<file path="src/common/sled_pkg.sv">
// Purpose: Shared constants for the serial LED segment driver link.
// Assumes: 20 MHz system clock on both ends.
// Notes: Frame is one start bit plus 35 data bits, 36 clocks in all.
package sled_pkg;
	localparam int FRAME_BITS = 35;
	localparam int FRAME_CLOCKS = 36;
	localparam int SEG_COUNT = 15;
	localparam int CNT_W = 6;
	localparam logic [5:0] LAST_CLOCK = 6'h23;
	localparam int CLK_NS = 50;
	// Least serial clock period: 0.5 MHz gives 2000 ns
	localparam int SCLK_PERIOD_NS = 2000;
	localparam int HALF_CYCLES = (SCLK_PERIOD_NS / 2 + CLK_NS - 1) / CLK_NS;
	localparam int HALF_W = 8;
	// Frame bit position (1..35) feeding each output 1..15
	localparam logic [5:0] SEG_BIT [SEG_COUNT] = '{
		6'h05, 6'h06, 6'h07, 6'h08, 6'h0d, 6'h0e, 6'h0f, 6'h10,
		6'h15, 6'h16, 6'h17, 6'h18, 6'h1d, 6'h1e, 6'h23};
	typedef enum logic [1:0] {SLED_IDLE, SLED_LOW, SLED_HIGH} sled_tx_state_t;
endpackage : sled_pkg

</file>
<file path="src/common/sled_if.sv">
// Purpose: Two-wire link between data source and LED driver.
// Assumes: Both ends on one system clock; the driver still synchronises.
// Notes: No load or select line exists.
`timescale 1ns/10ps
`default_nettype none
interface sled_if;
	logic sclk;
	logic sdata;
	modport source (output sclk, output sdata);
	modport driver (input sclk, input sdata);
endinterface : sled_if
`default_nettype wire

</file>
<file path="src/design/sled_driver.sv">
// Purpose: Device end: shifts 36-clock frames and latches 15 segment outputs.
// Assumes: Link clock sampled through three flops; rst stands for power-on.
// Notes: Edges of the link clock are detected once two late stages agree.
`timescale 1ns/10ps
`default_nettype none
module sled_driver (
	input wire logic clk,
	input wire logic rst,
	sled_if.driver link,
	output logic [sled_pkg::SEG_COUNT-1:0] seg_on
);
	logic [2:0] sclk_sync;
	logic [2:0] data_sync;
	logic sclk_state;
	logic data_lvl;
	logic [sled_pkg::FRAME_CLOCKS-1:0] shift;
	logic first_master;
	logic [sled_pkg::CNT_W-1:0] count;
	logic load_done;
	logic rise;
	logic fall;

	// Three-flop synchronisers; stage 0 is read only by stage 1
	always_ff @(posedge clk or posedge rst) begin
		if (rst) begin
			sclk_sync <= 3'h0;
			data_sync <= 3'h0;
		end else begin
			sclk_sync <= {sclk_sync[1:0], link.sclk};
			data_sync <= {data_sync[1:0], link.sdata};
		end
	end

	// A change counts only when stages 1 and 2 agree
	always_ff @(posedge clk or posedge rst) begin
		if (rst) begin
			sclk_state <= 1'b0;
			data_lvl <= 1'b0;
		end else begin
			if (sclk_sync[1] == sclk_sync[2]) begin
				sclk_state <= sclk_sync[2];
			end
			if (data_sync[1] == data_sync[2]) begin
				data_lvl <= data_sync[2];
			end
		end
	end

	assign rise = (sclk_sync[1] == sclk_sync[2]) && sclk_sync[2] && !sclk_state;
	assign fall = (sclk_sync[1] == sclk_sync[2]) && !sclk_sync[2] && sclk_state;

	// Master of first stage samples data on every rising edge, cleared only by reset
	always_ff @(posedge clk or posedge rst) begin
		if (rst) begin
			first_master <= 1'b0;
		end else if (rise) begin
			first_master <= data_lvl;
		end
	end

	// Clock counter; frame starts with the start bit in the first stage
	always_ff @(posedge clk or posedge rst) begin
		if (rst) begin
			count <= '0;
		end else if (fall && load_done) begin
			count <= '0;
		end else if (rise && (count != '0 || data_lvl)) begin
			count <= count + 6'h01;
		end
	end

	// Shift stages: slaves update on the rising edge, cleared after load
	always_ff @(posedge clk or posedge rst) begin
		if (rst) begin
			shift <= '0;
		end else if (fall && load_done) begin
			shift <= '0;
		end else if (rise) begin
			shift <= {shift[sled_pkg::FRAME_CLOCKS-2:0], data_lvl};
		end
	end

	// Load flag marks the 36th high phase until its following low phase
	always_ff @(posedge clk or posedge rst) begin
		if (rst) begin
			load_done <= 1'b0;
		end else if (fall) begin
			load_done <= 1'b0;
		end else if (rise && count == sled_pkg::LAST_CLOCK) begin
			load_done <= 1'b1;
		end
	end

	// Output latches: loaded on the 36th rising edge only, otherwise hold.
	// Shift index: after 36 edges, frame bit k sits at shift[35-k]+... computed here
	// as the new shift word, with the start bit at the top.
	always_ff @(posedge clk or posedge rst) begin
		if (rst) begin
			seg_on <= '0;
		end else if (rise && count == sled_pkg::LAST_CLOCK) begin
			for (int i = 0; i < sled_pkg::SEG_COUNT; i++) begin
				// Frame bit b arrived b edges after start: it now sits at index 35-b
				seg_on[i] <= load_bit(shift, data_lvl, sled_pkg::SEG_BIT[i]);
			end
		end // Else latches hold
	end

	// Picks frame bit b from the word as it stands after this edge
	function automatic logic load_bit(input logic [sled_pkg::FRAME_CLOCKS-1:0] sr, input logic din,
		input logic [5:0] b);
		logic [sled_pkg::FRAME_CLOCKS-1:0] nxt;
		nxt = {sr[sled_pkg::FRAME_CLOCKS-2:0], din};
		load_bit = nxt[sled_pkg::LAST_CLOCK - b];
	endfunction : load_bit
endmodule : sled_driver
`default_nettype wire

</file>
<file path="src/flat_wrapper.sv">
// flat-port wrapper written by rule: the top's interface ports become plain ports
module sled_driver_flat 
  (clk, rst, seg_on, link_sclk, link_sdata);
  sled_if link_i ();
  input wire logic clk;
  input wire logic rst;
  output logic [sled_pkg::SEG_COUNT-1:0] seg_on;
  input wire logic [$bits(link_i.sclk)-1:0] link_sclk;
  input wire logic [$bits(link_i.sdata)-1:0] link_sdata;
  assign link_i.sclk = link_sclk;
  assign link_i.sdata = link_sdata;
  sled_driver u_core (.clk(clk), .rst(rst), .link(link_i), .seg_on(seg_on));
endmodule
</file>
<file path="config.mk">
export PLATFORM = sky130hd
export DESIGN_NAME = sled_driver_flat
export DESIGN_NICKNAME = d
export VERILOG_FILES = /design/src/common/sled_pkg.sv /design/src/common/sled_if.sv /design/src/design/sled_driver.sv /design/src/flat_wrapper.sv
export SDC_FILE = /design/constraint.sdc
export NUM_CORES = 1
export LEC_CHECK = 0
export BUFFER_PORTS_ARGS = -buffer_cell sky130_fd_sc_hd__clkbuf_2
export CAP_MARGIN = 5
export CORE_AREA = 2 2 67 82
export CTS_BUF_LIST = sky130_fd_sc_hd__clkbuf_4
export CTS_CLUSTER_DIAMETER = 120
export DETAILED_ROUTE_END_ITERATION = 7
export DIE_AREA = 0 0 69 84
export MAX_ROUTING_LAYER = met4
export PLACE_DENSITY_LB_ADDON = 0.1
export RECOVER_POWER = 50
export SYNTH_ARGS = -nofsm -noshare
export SYNTH_HDL_FRONTEND = slang
export SYNTH_SLANG_ARGS = --single-unit
</file>
<file path="constraint.sdc">
create_clock -name clk -period 4.3 [get_ports clk]
set_clock_uncertainty 0.1 [all_clocks]
set_input_delay 0.645 -clock clk [delete_from_list [all_inputs] [get_ports clk]]
set_output_delay 0.645 -clock clk [all_outputs]
set_load 0.03 [all_outputs]
</file>
==> impl_metrics.yaml <==
status:
  outcome: "complete, no violations"
sta:
  whs_ps: 248.0
  fin_tns_setup_ps: 0
  fmax_ghz: 0.4695
  rsz0062_at_grt: "false"
  relSlewSlack: 0.5172
  hold_violations: 0
  min_period_over_period: 0.4953
  setup_viol: 0
  fin_crit_ps: 2130
  worst_pin_slew_ps: 724.2
  slew_violations: 0
routing:
  highest_layer: "met4"
  drtAntennaViolNets: 0
  vias: 1569
  initialDrtViolationCount: 98
  wl_um: 4045
  vias_per_cell: 5.127
  wire_per_inst_um: 13.22
  wl_met3_um: 107
  m1WireLength_um: 1865
  drc: 0
  wl_met2_um: 1951
  first_pass_iters: 4
clocking:
  clk_pin_slew_worst_paths_ps: 100
  postCtsHoldBufs: 0
  clock-root-buffer: "clkbuf_4"
  post_cts_resized: 0
  htreeDepth: 3
  clkLatencyLatePin_ps: 390
  cts_tree: "yes"
  clock_path_buffers: 2
  clock-sinks: 60
  cts_setup_buffers: 0
  numCtsBuffers: 9
yosys:
  yosysTopAreaCell: "dfrtp_1"
  yosys_warnings: 0
  synth_compound_area_frac: 0.08496
  synth_top_family_by_area: "simple AND/OR/NAND/NOR gates"
  ys_seq_area_frac: 0.6179
  synth_area_leaders: "dfrtp_1, nand2_1, a21oi_1, mux2_4, mux2_2"
  synth_ff_type: "dfrtp_1"
  yosysMostFrequentCell: "nand2_1"
  synthTopCellsByCount: "nand2_1, dfrtp_1, a21oi_1"
  yosysTopAreaCellShare: 0.6179
  synth-edff-count: 0
  syn_area_um2: 2430
  syn-num-nets: 227
  syn_inst: 219
  synth.area.mux_share: 0.09629
  yosys.area_share.simple: 0.1437
  ys_async_sr_fraction: 1.000
  synth.distinct_cells: 26
  synth_fa_ha_area_frac: 0.02472
  synthXorXnorAreaFrac: 0
  postSynthAreaPerCell_um2: 11.10
  ys_ff_latch: 60
cells_and_area:
  diodes: 0
  drive_gt1_frac: 0.2295
  nets: 248
  area_growth_pct: 11.12
worst_hold_path:
  hp-class: "in2reg"
  hold_depth: 1
  hold_start: "link_sclk"
  min_to: "u_core.sclk_sync[0]$_DFF_PP0_"
placement:
  gp_congestion: 0.8100
  dp_hpwl_um: 2579
  io_buffers: 18
critical_path:
  r2r_setup_slack_ps: 2170
  crit_path_cell_trace: "ha_1 > nand2b_1 > buf_4 > a31o_2 > mux2_2"
  startpoint_type: "flip-flop"
  r2r_cells: 5
  cp.arrival_ps: 2320
  r2r_end: "u_core.count[1]$_DFFE_PP0P_"
  critPathMaxStageDelay_ps: 450
  end_kind: "flip-flop"
  critPathKind: "reg2reg"
  path_max_fanout: 18
  crit_required_ps: 4490
  crit_path_top_delay_cell: "nand2b_1"
  r2r_start: "u_core.sclk_sync[1]$_DFF_PP0_"
pwr:
  power.density_nw_per_um2: 439.5
  leakagePower_nw: 1.334
  ir_worst_vdd_mv: 0.2616
floorplan:
  die-area_um2: 5796
  rows: 29
  ios: 19
  die_h_um: 84
  initial_core_util: 0.4783
  core_um2: 5080
  dieWidth_um: 69
grt:
  grt_overflow: 0
  antenna_found_initial: 0
  grt_pass1_wl_um: 7438
  grt_pass1_vias: 1613
  grt_start_max_net_pins: 61
  grt.total_usage: 0.1688
flow_run:
  drv_cap: 0
logic make-up after synthesis:
logic type	Yosys count
and+or+nand+nor	79
AOI/OAI and AO/OA	39
DFF	60
adders and majority gates	5
buffers and inverters	18
muxes	18
how the worst max path moves through the flow:
stage / from / cells after the start / slack, ps / endpoint
after CTS: u_core.sclk_sync[1]$_DFF_PP0_ / 5 / 2150 / u_core.seg_on[0]$_DFFE_PP0P_
final: u_core.sclk_sync[1]$_DFF_PP0_ / 5 / 2170 / u_core.count[1]$_DFFE_PP0P_
after global routing: u_core.sclk_sync[1]$_DFF_PP0_ / 5 / 2020 / u_core.count[1]$_DFFE_PP0P_
after floorplan: rst / 1 / 2070 / u_core.count[0]$_DFFE_PP0P_
after detailed placement: u_core.sclk_sync[1]$_DFF_PP0_ / 5 / 2170 / u_core.count[1]$_DFFE_PP0P_
after global placement: u_core.sclk_sync[1]$_DFF_PP0_ / 5 / 2220 / u_core.count[1]$_DFFE_PP0P_
state kept, by name, indices dropped and copies added, names as in the netlist:
name and flops:
u_core.count 6, u_core.sclk_sync 3, u_core.seg_on 15, u_core.sclk_state 1
u_core.shift 30, u_core.data_lvl 1, u_core.data_sync 3, u_core.load_done 1
power breakdown:
group          total (W)  switching [W]  internal, W
Combinational   0.000138      0.0000784    0.0000595
Sequential      0.000673      0.0000527     0.000620
Clock           0.000376       0.000198     0.000178
area by class of cell:
type                            count  area (um^2)
Fill cell                         456         2380
Sequential cell                    60         1501
Multi-Input combinational cell    141        849.6
Timing Repair Buffer               22        120.1
Tap cell                           62        77.57
Clock buffer                       10        75.07
Clock inverter                      5        53.80
Inverter                            6        22.52
worst max-delay path: cells and delay by family, from the launching register on:
family | cells | cell delay, ps
muxes | 1 | 330
AOI/OAI and AO/OA | 1 | 150
buffers and inverters | 1 | 330
and+or+nand+nor | 1 | 450
adders and majority gates | 1 | 240
DFF | 1 | 420
stage by stage:
stage,utilization,setup slack (ps),cells,cell area [um^2],total power (W)
floorplan,-,2070,219,2430,0.0007856
global placement,0.5062,2216,291,2571,0.0008136
detailed placement,0.5062,2166,291,2571,0.0008243
CTS,0.5315,2152,306,2700,0.001206
global route,0.5315,2018,306,2700,0.001263
finish,0.5315,2170,306,2700,0.001187
routing by layer:
metal | global-route usage | up-vias
li1 | - | 764
met4 | 0.1070 | 0
met1 | 0.2129 | 770
met5 | - | -
met3 | 0.02899 | 13
met2 | 0.2526 | 22
placed cells by master, fill, tap and decap left out, types with 2 or more instances in the layout:
| master | netlist | layout |
|---|---|---|
| nand2_1 | 66 | 66 |
| dfrtp_1 | 60 | 60 |
| a21oi_1 | 33 | 33 |
| clkbuf_2 | 0 | 18 |
| clkbuf_4 | 0 | 10 |
| mux2_4 | 9 | 9 |
| mux2_2 | 7 | 7 |
| inv_1 | 6 | 6 |
| ha_1 | 4 | 4 |
| buf_4 | 0 | 4 |
| o21ai_0 | 3 | 3 |
| nand3_1 | 2 | 2 |
| nor2_1 | 2 | 2 |
| mux2i_1 | 2 | 2 |
| or3_1 | 2 | 2 |
| clkinvlp_4 | 0 | 2 |
(Power assumes the default switching activity.)
